**src/logic/phpf_pkg.sv**
```systemverilog
`default_nettype none
package phpf_pkg;
    // apb register map, byte addresses
    localparam logic [7:0]  ADDR_CTRL        = 8'h00;
    localparam logic [7:0]  ADDR_STATUS      = 8'h04;
    localparam logic [7:0]  ADDR_LAST_PKT    = 8'h08;
    // control register fields and reset value
    localparam int          CTRL_ALL_BIT     = 0;
    localparam int          CTRL_TBI_BIT     = 1;
    localparam logic [1:0]  CTRL_RESET       = 2'h0;
    // status register fields (bits 0 and 1 clear when written with one)
    localparam int          STAT_ALLFRM_BIT  = 0;
    localparam int          STAT_OVFL_BIT    = 1;
    localparam int          STAT_PEND_BIT    = 2;
    // packet identifiers
    localparam logic [7:0]  PKT_ID_BIW       = 8'h00;
    localparam logic [7:0]  PKT_ID_ADDR      = 8'h01;
    // block information format types
    localparam logic [2:0]  FMT_LOCAL_ZONE   = 3'h0;
    localparam logic [2:0]  FMT_DATE         = 3'h1;
    localparam logic [2:0]  FMT_TIME         = 3'h2;
    localparam logic [2:0]  FMT_SYSMSG       = 3'h5;
    localparam logic [2:0]  FMT_COUNTRY      = 3'h7;
    // vector types that start all-frame mode
    localparam logic [2:0]  VEC_SECURE       = 3'h0;
    localparam logic [2:0]  VEC_SHORT_INSTR  = 3'h1;
    localparam logic [2:0]  VEC_ALPHA        = 3'h5;
    localparam logic [2:0]  VEC_HEXBIN       = 3'h6;
    // error thresholds
    localparam logic [2:0]  ADDR_ERR_LIMIT   = 3'h3;
    localparam logic [2:0]  VEC_ERR_LIMIT    = 3'h2;
    // index at and above which the address is temporary or operator
    localparam logic [7:0]  IDX_TEMP_BASE    = 8'h80;
    // serial packet length
    localparam logic [5:0]  PKT_BITS         = 6'h20;
    localparam logic [31:0] PKT_RESET        = 32'h0000_0000;

    // serial link state, gray coded
    typedef enum logic [1:0] {
        PHPF_LK_IDLE  = 2'b00,
        PHPF_LK_SHIFT = 2'b01
    } phpf_link_t;
endpackage
`default_nettype wire

```
**src/logic/phpf_formatter.sv**
```systemverilog
// Summary of operation
// - reserved and zone/country words need all-info enable
// - date, time, system words need either enable
// - fourteen info bits copied raw for every format type
// - reserved formats carry raw bits, no layout
// - address packet only below three errors, matched
// - address packet top byte is one
// - byte two: bit7 priority, bit4 long
// - phase two-bit code, zero to three
// - eight-bit matched index reported as given
// - long address reports second word index once
// - tone-only bit only below index 128
// - vector word position in low seven bits
// - vector packet id is word position
// - long address first message follows vector
// - certain vector types enter all-frame mode
// - every non-tone address gets vector packet
// - bad vector sets error, withholds messages
// - numeric vector layout: position, flags, k,n,b
// - packets shifted out msb first
// - block info id zero, phase, error
`timescale 1ns/1ps
`default_nettype none
module phpf_formatter (
    input  wire logic        pclk,
    input  wire logic        presetn,
    // apb slave
    input  wire logic        psel,
    input  wire logic        penable,
    input  wire logic        pwrite,
    input  wire logic [7:0]  paddr,
    input  wire logic [31:0] pwdata,
    output var  logic [31:0] prdata,
    output var  logic        pready,
    output var  logic        pslverr,
    // block information word event
    input  wire logic        biw_valid,
    input  wire logic [1:0]  biw_phase,
    input  wire logic [2:0]  biw_format,
    input  wire logic [13:0] biw_info,
    input  wire logic        biw_error,
    // address word event
    input  wire logic        addr_valid,
    input  wire logic [2:0]  addr_bit_errors,
    input  wire logic        addr_match,
    input  wire logic        priority_flag,
    input  wire logic [1:0]  addr_phase,
    input  wire logic        long_address_bit,
    input  wire logic [7:0]  matched_index,
    input  wire logic        addr_tone_only,
    input  wire logic [6:0]  vector_word_position,
    // vector word event
    input  wire logic        vec_valid,
    input  wire logic [6:0]  vec_word_pos,
    input  wire logic [1:0]  vec_phase,
    input  wire logic [2:0]  vec_type,
    input  wire logic [2:0]  vec_bit_errors,
    input  wire logic        vec_check_fail,
    input  wire logic        vec_long,
    input  wire logic [3:0]  vec_check_bits,
    input  wire logic [2:0]  vec_length,
    input  wire logic [6:0]  vec_msg_start,
    // message routing
    output var  logic        msg_enable,
    output var  logic [6:0]  msg_first_pos,
    output var  logic        all_frame_mode,
    // serial link to host
    input  wire logic        link_sclk,
    input  wire logic        link_cs_n,
    output var  logic        link_miso,
    output var  logic        packet_ready
);
    import phpf_pkg::*;

    logic [1:0]  ctrl_ff;
    logic        all_frame_ff;
    logic        ovfl_ff;
    logic [31:0] pend_ff;
    logic        pend_vld_ff;
    logic [31:0] last_ff;
    logic [31:0] shift_ff;
    logic [5:0]  bit_cnt_ff;
    phpf_link_t  link_st_ff;
    logic [1:0]  sclk_sync_ff;
    logic [1:0]  cs_sync_ff;
    logic        sclk_prev_ff;
    logic        cs_prev_ff;
    logic        biw_fwd;
    logic        ev_biw;
    logic        ev_addr;
    logic        ev_vec;
    logic        ev_any;
    logic        vec_err;
    logic        vec_allfrm;
    logic        take;
    logic        slot_free;
    logic        sclk_fall;
    logic        cs_fall;
    logic        apb_acc;
    logic        apb_wr;
    logic        clr_allfrm;
    logic        clr_ovfl;
    logic [31:0] nxt_pkt;

    // format types needing only the time enable
    function automatic logic fmt_is_time(input logic [2:0] f);
        return (f == FMT_DATE) || (f == FMT_TIME) || (f == FMT_SYSMSG);
    endfunction

    // block info word gating
    always_comb begin
        if (fmt_is_time(biw_format)) begin
            biw_fwd = ctrl_ff[CTRL_ALL_BIT] | ctrl_ff[CTRL_TBI_BIT];
        end else begin
            biw_fwd = ctrl_ff[CTRL_ALL_BIT];
        end
    end

    // event qualification
    assign ev_biw  = biw_valid & biw_fwd;
    assign ev_addr = addr_valid & addr_match & (addr_bit_errors < ADDR_ERR_LIMIT);
    assign ev_vec  = vec_valid;
    assign ev_any  = ev_biw | ev_addr | ev_vec;
    assign vec_err = (vec_bit_errors > VEC_ERR_LIMIT) | vec_check_fail;
    assign vec_allfrm = (vec_type == VEC_SECURE) | (vec_type == VEC_SHORT_INSTR)
                      | (vec_type == VEC_ALPHA) | (vec_type == VEC_HEXBIN);

    // packet build, vector first then address then block info
    always_comb begin
        nxt_pkt = PKT_RESET;
        if (ev_vec) begin
            nxt_pkt[31]    = 1'b0;
            nxt_pkt[30:24] = vec_word_pos;
            nxt_pkt[23]    = vec_err;
            nxt_pkt[22:21] = vec_phase;
            nxt_pkt[18:16] = vec_type;
            nxt_pkt[13:10] = vec_check_bits;
            nxt_pkt[9:7]   = vec_length;
            nxt_pkt[6:0]   = vec_msg_start;
        end else if (ev_addr) begin
            nxt_pkt[31:24] = PKT_ID_ADDR;
            nxt_pkt[23]    = priority_flag;
            nxt_pkt[22:21] = addr_phase;
            nxt_pkt[20]    = long_address_bit;
            nxt_pkt[15:8]  = matched_index;
            nxt_pkt[7]     = addr_tone_only & (matched_index < IDX_TEMP_BASE);
            nxt_pkt[6:0]   = vector_word_position;
        end else if (ev_biw) begin
            nxt_pkt[31:24] = PKT_ID_BIW;
            nxt_pkt[23]    = biw_error;
            nxt_pkt[22:21] = biw_phase;
            nxt_pkt[18:16] = biw_format;
            // fields already sit msb-first in the info bits for every type
            nxt_pkt[13:0]  = biw_info;
        end
    end

    // link input synchronisers
    always_ff @(posedge pclk or negedge presetn) begin
        if (!presetn) begin
            sclk_sync_ff <= 2'h0;
            cs_sync_ff   <= 2'h3;
            sclk_prev_ff <= 1'b0;
            cs_prev_ff   <= 1'b1;
        end else begin
            sclk_sync_ff <= {sclk_sync_ff[0], link_sclk};
            cs_sync_ff   <= {cs_sync_ff[0], link_cs_n};
            sclk_prev_ff <= sclk_sync_ff[1];
            cs_prev_ff   <= cs_sync_ff[1];
        end
    end

    assign sclk_fall = sclk_prev_ff & ~sclk_sync_ff[1];
    assign cs_fall   = cs_prev_ff & ~cs_sync_ff[1];
    assign take      = cs_fall & pend_vld_ff;
    assign slot_free = ~pend_vld_ff | take;

    // pending packet slot
    always_ff @(posedge pclk or negedge presetn) begin
        if (!presetn) begin
            pend_ff     <= PKT_RESET;
            pend_vld_ff <= 1'b0;
            last_ff     <= PKT_RESET;
        end else begin
            if (ev_any && slot_free) begin
                pend_ff     <= nxt_pkt;
                pend_vld_ff <= 1'b1;
                last_ff     <= nxt_pkt;
            end else if (take) begin
                pend_vld_ff <= 1'b0;
            end
        end
    end

    // serial shifter, msb first, data changes on falling sclk
    always_ff @(posedge pclk or negedge presetn) begin
        if (!presetn) begin
            link_st_ff <= PHPF_LK_IDLE;
            shift_ff   <= PKT_RESET;
            bit_cnt_ff <= 6'h0;
            link_miso  <= 1'b0;
        end else begin
            unique case (link_st_ff)
                PHPF_LK_IDLE: begin
                    if (cs_fall) begin
                        shift_ff   <= pend_vld_ff ? pend_ff : PKT_RESET;
                        link_miso  <= pend_vld_ff ? pend_ff[31] : 1'b0;
                        bit_cnt_ff <= 6'h0;
                        link_st_ff <= PHPF_LK_SHIFT;
                    end
                end
                PHPF_LK_SHIFT: begin
                    if (cs_sync_ff[1]) begin
                        link_st_ff <= PHPF_LK_IDLE;
                    end else if (sclk_fall && bit_cnt_ff != PKT_BITS) begin
                        shift_ff   <= {shift_ff[30:0], 1'b0};
                        link_miso  <= shift_ff[30];
                        bit_cnt_ff <= bit_cnt_ff + 6'h1;
                    end
                end
            endcase
        end
    end

    // host notification of a waiting packet
    always_ff @(posedge pclk or negedge presetn) begin
        if (!presetn) begin
            packet_ready <= 1'b0;
        end else begin
            packet_ready <= (pend_vld_ff & ~take) | (ev_any & slot_free);
        end
    end

    // apb decode
    assign apb_acc    = psel & penable & ~pready;
    assign apb_wr     = psel & penable & pready & pwrite; // write lands on the completing edge
    assign clr_allfrm = apb_wr & (paddr == ADDR_STATUS) & pwdata[STAT_ALLFRM_BIT];
    assign clr_ovfl   = apb_wr & (paddr == ADDR_STATUS) & pwdata[STAT_OVFL_BIT];

    // control register
    always_ff @(posedge pclk or negedge presetn) begin
        if (!presetn) begin
            ctrl_ff <= CTRL_RESET;
        end else if (apb_wr && paddr == ADDR_CTRL) begin
            ctrl_ff <= pwdata[1:0];
        end
    end

    // all-frame mode, entry wins over a clear in the same cycle
    always_ff @(posedge pclk or negedge presetn) begin
        if (!presetn) begin
            all_frame_ff <= 1'b0;
        end else if (vec_valid && vec_allfrm) begin
            all_frame_ff <= 1'b1;
        end else if (clr_allfrm) begin
            all_frame_ff <= 1'b0;
        end
    end

    // overflow when an event finds the slot full
    always_ff @(posedge pclk or negedge presetn) begin
        if (!presetn) begin
            ovfl_ff <= 1'b0;
        end else if (ev_any && !slot_free) begin
            ovfl_ff <= 1'b1;
        end else if (clr_ovfl) begin
            ovfl_ff <= 1'b0;
        end
    end

    // message routing outputs, enable and first position captured per vector, all-frame mode every cycle
    always_ff @(posedge pclk or negedge presetn) begin
        if (!presetn) begin
            msg_enable     <= 1'b0;
            msg_first_pos  <= 7'h0;
            all_frame_mode <= 1'b0;
        end else begin
            all_frame_mode <= all_frame_ff;
            if (vec_valid) begin
                msg_enable    <= ~vec_err;
                msg_first_pos <= vec_long ? vec_word_pos + 7'h1 : vec_msg_start;
            end
        end
    end

    // apb response, one wait state
    always_ff @(posedge pclk or negedge presetn) begin
        if (!presetn) begin
            pready  <= 1'b0;
            pslverr <= 1'b0;
            prdata  <= 32'h0;
        end else begin
            pready  <= apb_acc;
            pslverr <= apb_acc & (paddr != ADDR_CTRL) & (paddr != ADDR_STATUS)
                     & (paddr != ADDR_LAST_PKT);
            prdata  <= 32'h0;
            if (apb_acc && !pwrite) begin
                unique case (paddr)
                    ADDR_CTRL:     prdata <= {30'h0, ctrl_ff};
                    ADDR_STATUS:   prdata <= {29'h0, pend_vld_ff, ovfl_ff, all_frame_ff};
                    ADDR_LAST_PKT: prdata <= last_ff;
                    default:       prdata <= 32'h0;
                endcase
            end
        end
    end

    // checks
    a_biw_gate: assert property (@(posedge pclk) disable iff (!presetn)
        biw_valid && !fmt_is_time(biw_format) && !ctrl_ff[CTRL_ALL_BIT] && !addr_valid
        && !vec_valid && !take |=> pend_ff == $past(pend_ff))
        else $error("gated block info word was loaded");
    a_biw_time: assert property (@(posedge pclk) disable iff (!presetn)
        biw_valid && fmt_is_time(biw_format) && ctrl_ff[CTRL_TBI_BIT] && !addr_valid
        && !vec_valid && slot_free |=> pend_ff[31:24] == PKT_ID_BIW
        && pend_ff[18:16] == $past(biw_format) && pend_ff[13:0] == $past(biw_info))
        else $error("time block info word not packed");
    a_biw_head: assert property (@(posedge pclk) disable iff (!presetn)
        ev_biw && !addr_valid && !vec_valid && slot_free |=> pend_ff[23] == $past(biw_error)
        && pend_ff[22:21] == $past(biw_phase))
        else $error("block info error or phase wrong");
    a_addr_drop: assert property (@(posedge pclk) disable iff (!presetn)
        addr_valid && addr_bit_errors >= 3'h3 && !biw_valid && !vec_valid
        |=> pend_ff == $past(pend_ff))
        else $error("address with three errors was loaded");
    a_addr_head: assert property (@(posedge pclk) disable iff (!presetn)
        ev_addr && !vec_valid && slot_free |=> pend_ff[31:24] == 8'h01
        && pend_ff[23] == $past(priority_flag) && pend_ff[20] == $past(long_address_bit)
        && pend_ff[15:8] == $past(matched_index))
        else $error("address packet header wrong");
    a_tone_temp: assert property (@(posedge pclk) disable iff (!presetn)
        ev_addr && !vec_valid && slot_free && matched_index >= 8'h80 |=> !pend_ff[7])
        else $error("tone-only set for temporary address");
    a_vec_pack: assert property (@(posedge pclk) disable iff (!presetn)
        ev_vec && slot_free |=> !pend_ff[31] && pend_ff[30:24] == $past(vec_word_pos)
        && pend_ff[9:7] == $past(vec_length) && pend_ff[6:0] == $past(vec_msg_start))
        else $error("vector packet layout wrong");
    a_vec_err: assert property (@(posedge pclk) disable iff (!presetn)
        vec_valid && vec_bit_errors == 3'h3 |=> !msg_enable ##1 !msg_enable || $past(vec_valid))
        else $error("messages not withheld for bad vector");
    a_all_frame: assert property (@(posedge pclk) disable iff (!presetn)
        vec_valid && (vec_type == 3'h5 || vec_type == 3'h6) |=> all_frame_ff ##1 all_frame_mode)
        else $error("all-frame mode not entered");
    a_msb_first: assert property (@(posedge pclk) disable iff (!presetn)
        link_st_ff == PHPF_LK_IDLE && cs_fall && pend_vld_ff
        |=> link_miso == $past(pend_ff[31]) && shift_ff == $past(pend_ff))
        else $error("first bit out is not bit 31");
    a_apb_ready: assert property (@(posedge pclk) disable iff (!presetn)
        psel && penable && !pready |=> pready ##1 !pready)
        else $error("apb ready not a single pulse");
    a_addr_pos: assert property (@(posedge pclk) disable iff (!presetn)
        ev_addr && !vec_valid && slot_free |=> pend_ff[6:0] == $past(vector_word_position)
        && pend_ff[22:21] == $past(addr_phase)) else $error("address position or phase wrong");
    a_vec_flags: assert property (@(posedge pclk) disable iff (!presetn)
        ev_vec && slot_free |=> pend_ff[23:21] == {$past(vec_err), $past(vec_phase)}
        && pend_ff[18:16] == $past(vec_type)) else $error("vector flags or type wrong");
    a_msg_start: assert property (@(posedge pclk) disable iff (!presetn)
        vec_valid && vec_long |=> msg_first_pos == $past(vec_word_pos) + 7'h1)
        else $error("long message start not after vector");
    a_shift_stop: assert property (@(posedge pclk) disable iff (!presetn)
        bit_cnt_ff == PKT_BITS |=> bit_cnt_ff == PKT_BITS || $past(cs_fall))
        else $error("shifter ran past the packet length");

    c_addr_load: cover property (@(posedge pclk) disable iff (!presetn) ev_addr && slot_free);
    c_vec_error: cover property (@(posedge pclk) disable iff (!presetn) ev_vec && vec_err);
    c_all_frame: cover property (@(posedge pclk) disable iff (!presetn) $rose(all_frame_ff));
    c_full_shift: cover property (@(posedge pclk) disable iff (!presetn) bit_cnt_ff == PKT_BITS);
endmodule
`default_nettype wire

```
**config.mk**
```make
export PLATFORM = sky130hd
export DESIGN_NAME = phpf_formatter
export DESIGN_NICKNAME = d
export VERILOG_FILES = /design/src/logic/phpf_pkg.sv /design/src/logic/phpf_formatter.sv
export SDC_FILE = /design/constraint.sdc
export NUM_CORES = 1
export LEC_CHECK = 0
export ABC_AREA = 1
export BUFFER_PORTS_ARGS = -buffer_cell sky130_fd_sc_hd__buf_2
export CAP_MARGIN = 10
export CORE_MARGIN = 4
export CORE_UTILIZATION = 35
export DETAILED_ROUTE_END_ITERATION = 16
export HOLD_SLACK_MARGIN = 0.12
export SYNTH_ARGS = -nofsm -noshare
export SYNTH_HDL_FRONTEND = slang
export SYNTH_SLANG_ARGS = --single-unit
export TNS_END_PERCENT = 50
```
**constraint.sdc**
```tcl
create_clock -name pclk -period 3.2 [get_ports pclk]
set_input_delay 0.64 -clock pclk [delete_from_list [all_inputs] [get_ports pclk]]
set_output_delay 0.64 -clock pclk [all_outputs]
set_load 0.01 [all_outputs]
```
# Word level (Yosys, flattened, before mapping)
# Cells that the tools add are included.
[classes]
muxes = 40
div = 0
shift = 0
n_reduce_logical = 19
n_addsub = 2
order_cmp = 3
n_bitwise = 34
n_mul = 0
eq_ne = 16
[op_table]
columns = ["operator", "count"]
rows = [
  ["$mux 31", 4],
  ["$pmux 32 s3", 1],
  ["$pmux 31 s2", 1],
  ["$mux 14", 3],
  ["$mux 32", 1],
  ["$and 1x1->1", 19],
  ["$mux 6", 3],
  ["$mux 1", 13],
  ["$mux 3", 4],
  ["$pmux 6 s2", 1],
  ["$mux 11", 1],
  ["$eq 3x3->1 const B", 3],
  ["$or 1x1->1", 9],
  ["$eq 8x3->1 const B", 1],
  ["$eq 8x4->1 const B", 1],
  ["$logic_not 8->1", 1],
  ["$lt 8x8->1 const B", 1],
  ["$mux 2", 4],
  ["$ne 2x2->1 const B", 4],
  ["$ne 8x3->1 const B", 1],
  ["$ne 8x4->1 const B", 1],
  ["$reduce_bool 8->1", 1],
  ["$add 7x1->7 const B", 1],
  ["$mux 7", 1],
  ["other kinds (19)", 34],
]
[totals]
output_inout_bits = 45
register_bits = 126
latchBits = 0
wordCells = 134
mem_bits_ro = 0
n_memories = 0
ram_bits = 0
inputBits = 125

# Logic depth before layout (Yosys ltp)
[logic_depth]
word_depth = 9
mapped_depth = 12
ltp_nobuf = 11

# Worst setup path after synthesis
# OpenSTA, ideal clock, no wires.
[synth_path]
path_kind = "in2reg"
start = "in addr_bit_errors[2]"
end = "reg pend_ff[10]"
slack_ps = 1630
t_arrival_ps = 1454
stages = 10
setup_ps = 116
path_cell_list = "inv_1 -> nand2_1 -> nor2_4 -> nor2_4 -> buf_4 -> buf_6 -> nand4_1 -> nand2_1 -> nand2_1 -> nand2_1"
[synth_via]
elab_chain_len = 5
[synth_lines]
columns = ["item", "line", "rtl"]
rows = [
  ["start: declaration", "phpf_formatter.sv:44", "input wire logic [2:0] addr_bit_errors,"],
  ["$lt 3x2->1 (*)", "phpf_formatter.sv:121", "assign ev_addr = addr_valid & addr_match & (addr_bit_errors < ADDR_ERR_LIMIT);"],
  ["$and 1x1->1 (*)", "phpf_formatter.sv:121", ""],
  ["$or 1x1->1 (2 in a row)", "phpf_formatter.sv:123", "assign ev_any = ev_biw | ev_addr | ev_vec;"],
  ["$logic_and 1x1->1", "phpf_formatter.sv:185", "if (ev_any && slot_free) begin"],
  ["end signal: assignment", "phpf_formatter.sv:186", "pend_ff <= nxt_pkt;"],
  ["end: declaration", "phpf_formatter.sv:78", "logic [31:0] pend_ff;"],
]
# Mark *: on every way between the ends. The rest lies on a longest branch, timed or not.
# A chain may end at the register's enable or synchronous reset.

# Final worst setup path
[layout_path]
start = "reg link_st_ff[0]"
end = "reg bit_cnt_ff[5]"
[layout_via]
elab_chain_len = 3
[layout_lines]
columns = ["item", "line", "rtl"]
rows = [
  ["start: declaration", "phpf_formatter.sv:83", "phpf_link_t link_st_ff;"],
  ["start signal: assignment", "phpf_formatter.sv:198", "link_st_ff <= PHPF_LK_IDLE;"],
  ["start signal: assignment", "phpf_formatter.sv:209", "link_st_ff <= PHPF_LK_SHIFT;"],
  ["start signal: assignment", "phpf_formatter.sv:214", "link_st_ff <= PHPF_LK_IDLE;"],
  ["$eq 2x1->1 / $logic_not 2->1 (equally long branches)", "phpf_formatter.sv:203", "unique case (link_st_ff)"],
  ["$ne 2x2->1 (no source line)", "n/a", ""],
  ["$reduce_and 3->1 (no source line)", "n/a", ""],
  ["end signal: assignment", "phpf_formatter.sv:218", "bit_cnt_ff <= bit_cnt_ff + 6'h1;"],
  ["end: declaration", "phpf_formatter.sv:82", "logic [5:0] bit_cnt_ff;"],
]
# Several ways; a longest one is shown, not always the timed one.

==> reports/metrics.csv <==
metric,value,unit
via/cell ratio,4.60,
pin count of the biggest net entering global routing,81,
CP peak stage delay,0.51,ns
Synth Area in Simple Gates,24.6,%
reg-to-reg endpoint,bit_cnt_ff[5]$_DFFE_PN0P_,
Crit. Startpoint,link_st_ff[0]$_DFFE_PN0P_,
CP Cell Sequence,"inv_2, nand2_1, nand2_4, inv_1, nand2_1, o21ai_0",
DRT Wirelength,14600,um
adder-cell share of the synthesized area,0.645,%
MaxCap Viol Count,0,
WP data required,3.49,ns
Post-Syn Instances,717,
CP bufs+invs,2,
pwr/cell area,611,nW/um^2
CP max stage cell,nand2_4,
worst setup margin,1.13,ns
Worst-Skew Late Latency,0.41,ns
gr usage total,16.3,%
area grow syn2layout,23.9,%
Yosys warnings,0,
CTS tree,done,
design area,7210,um^2
status,completed,
setup repair bufs after CTS,0,
share of post-route cells with drive strength above 1,23.0,%
Crit. End Element,flop,
detailed placement HPWL,10400,um
Final min period,2.07,ns
drt drc,0,
most frequent cells in the layout,"225 x nand2_1, 136 x buf_2, 119 x dfrtp_1",
area of the multi-input gates,2110,um^2
Seq cells post-synth,122,
fin nets,969,
Starting DRT DRC Count,326,
first-pass GRT wire length,24000,um
fmax,483,MHz
CTS Hold Bufs,0,
period utilisation layout,64.7,%
reg2reg start,link_st_ff[0]$_DFFE_PN0P_,
via count,4926,
Reg2Reg Setup Slack,1.13,ns
xor/xnor share of the synthesized area,0.301,%
wire per inst,13.6,um
Seq. cell area,3060,um^2
Critical Path Fanout Max,71,
Die ar.,18700,um^2
switching share of power,26.1,%
top cell type's share of synthesized area,51.2,%
final hold violations,0,
Worst IR Drop VDD,0.385,mV
ranking of synthesized cells by area,"dfrtp_1 51%, nand2_1 15%, inv_1 7.0%",
CP Launch Type,flop,
synthesized area,5820,um^2
grt total ovfl,0,
CTS max path bufs,2,
# diodes,0,
Ports,170,
Routed Antenna Nets,0,
Cell Rows,46,
Num CTS Buffers,17,
Reg power frac,41.0,%
Fill cells,1625,
Crit Path Class,flop to flop,
Crit path arrival time,2.36,ns
main combinational cell family by area after synthesis,simple AND/OR/NAND/NOR gates,
Placed Area,6580,um^2
"Slew Viols, Final",0,
clock root buffer,clkbuf_16,
register area share after synthesis,52.5,%
chip height,137,um
R2R cell count,6,
Worst slew margin,58.0,%
cell mode on critical path,nand2_1,
Crit path depth,6,
Layout Skew,0.00867,ns
post-synthesis mux area share,0,%
Clock Power Share,45.8,%
worst-margin pin slew,0.626,ns
"most common cell after layout, fill and taps aside",nand2_1,
Final Power,4.40,mW
post-CTS sizing,0,
CTS Sinks,122,
antenna violations before repair,0,
Core ar.,16100,um^2
sw power,1.15,mW
Starting Density,36.2,%
Placer Congestion,0.813,
Setup crit end,bit_cnt_ff[5]$_DFFE_PN0P_,
"worst slack, placed",0.878,ns
distinct cell type count after synthesis,35,
vias in the first global route,4739,
drt pass-1 iters,4,
htree depth,4,
IO buf count,137,
Die Width,137,um
unrepaired setup endpoints after global routing,no,
compound-gate portion of the synthesized area,10.6,%
library cell with the largest summed area after synthesis,dfrtp_1,
# setup viols final,0,
Worst path top cell family by delay,simple AND/OR/NAND/NOR gates,
syn avg cell area,8.11,um^2
Comb power frac,13.3,%
cell internal pwr,3.26,mW
P_leak,3.75,nW
HP Class,primary input to async pin,
Clock Pin Slew Worst Setup and Hold Paths,0.06,ns
total negative slack,0,ns
worst min-delay path by stage:
stage	start	to	slack (ns)	cells after the start
floorplan	sclk_sync_ff[0]$_DFF_PN0_	sclk_sync_ff[1]$_DFF_PN0_	0.33	0
global placement	sclk_sync_ff[0]$_DFF_PN0_	sclk_sync_ff[1]$_DFF_PN0_	0.33	0
detailed placement	sclk_sync_ff[0]$_DFF_PN0_	sclk_sync_ff[1]$_DFF_PN0_	0.34	0
CTS	presetn	all_frame_ff$_DFFE_PN0P_	0.24	1
global route	presetn	all_frame_ff$_DFFE_PN0P_	0.26	1
finish	presetn	all_frame_ff$_DFFE_PN0P_	0.22	1
per-stage QoR:
step	util [%]	cells	hold slack [ns]
after floorplan	-	718	0.331
after global placement	41.0	1038	0.334
after detailed placement	41.0	1038	0.341
after CTS	44.9	1070	0.237
after global routing	44.9	1070	0.257
final	44.9	1070	0.223
per-layer routing:
metal | routed length (um) | track usage [%] | share of wire (%)
met1 | 6800 | 22.6 | 47
met2 | 6830 | 25.3 | 47
met3 | 838 | 3.90 | 5.8
met4 | 101 | 5.32 | 0.69
met5 | 0 | 0 | 0
state kept, by name (all words and copies together) (netlist names), 2 cells and up:
| name | flops |
|---|---|
| ctrl_ff | 2 |
| cs_sync_ff | 2 |
| shift_ff | 31 |
| pend_ff | 30 |
| sclk_sync_ff | 2 |
| msg_first_pos | 7 |
| bit_cnt_ff | 6 |
| prdata | 30 |
synth_stat cells (all sizes together):
cell,number
nand3,16
o211ai,1
nand4,24
xor2,1
o22ai,31
dfrtp,119
inv,112
ha,3
conb,1
dfstp,3
nand3b,1
and2,2
nor2,26
xnor2,1
o21ai,61
a31o,1
nand2,231
buf,29
clkbuf,6
nor3,31
or2,1
a21oi,15
clkinv,1
cell families (layout without fill, tap and decap cells):
group                      count (synthesis)  count (layout)
and+or+nand+nor                          332             332
xor gates and xnor gates                   2               2
other                                      1               2
adders and majority gates                  3               3
AOI/OAI and AO/OA                        109             109
DFF                                      122             122
buffers and inverters                    148             284
final cells by class:
cell class              count  area share (%)
well taps                 216            3.75
clock inverters            12            2.38
flip-flops and latches    122            42.4
clock buffers              20            6.34
inverters                 113            5.89
multi-input cells         448            29.3
repair buffers            139            9.93
power groups by stage:
| stage | clock [mW] | sequential, mW | combinational, mW |
|---|---|---|---|
| global placement | 0 | 1.83 | 0.584 |
| CTS | 2.05 | 1.80 | 0.592 |
| finish | 2.01 | 1.80 | 0.585 |
| global route | 2.14 | 1.82 | 0.672 |
| detailed placement | 0 | 1.83 | 0.588 |
| floorplan | 0 | 1.80 | 0.398 |
Note: power is estimated with default switching activity, not from simulation.
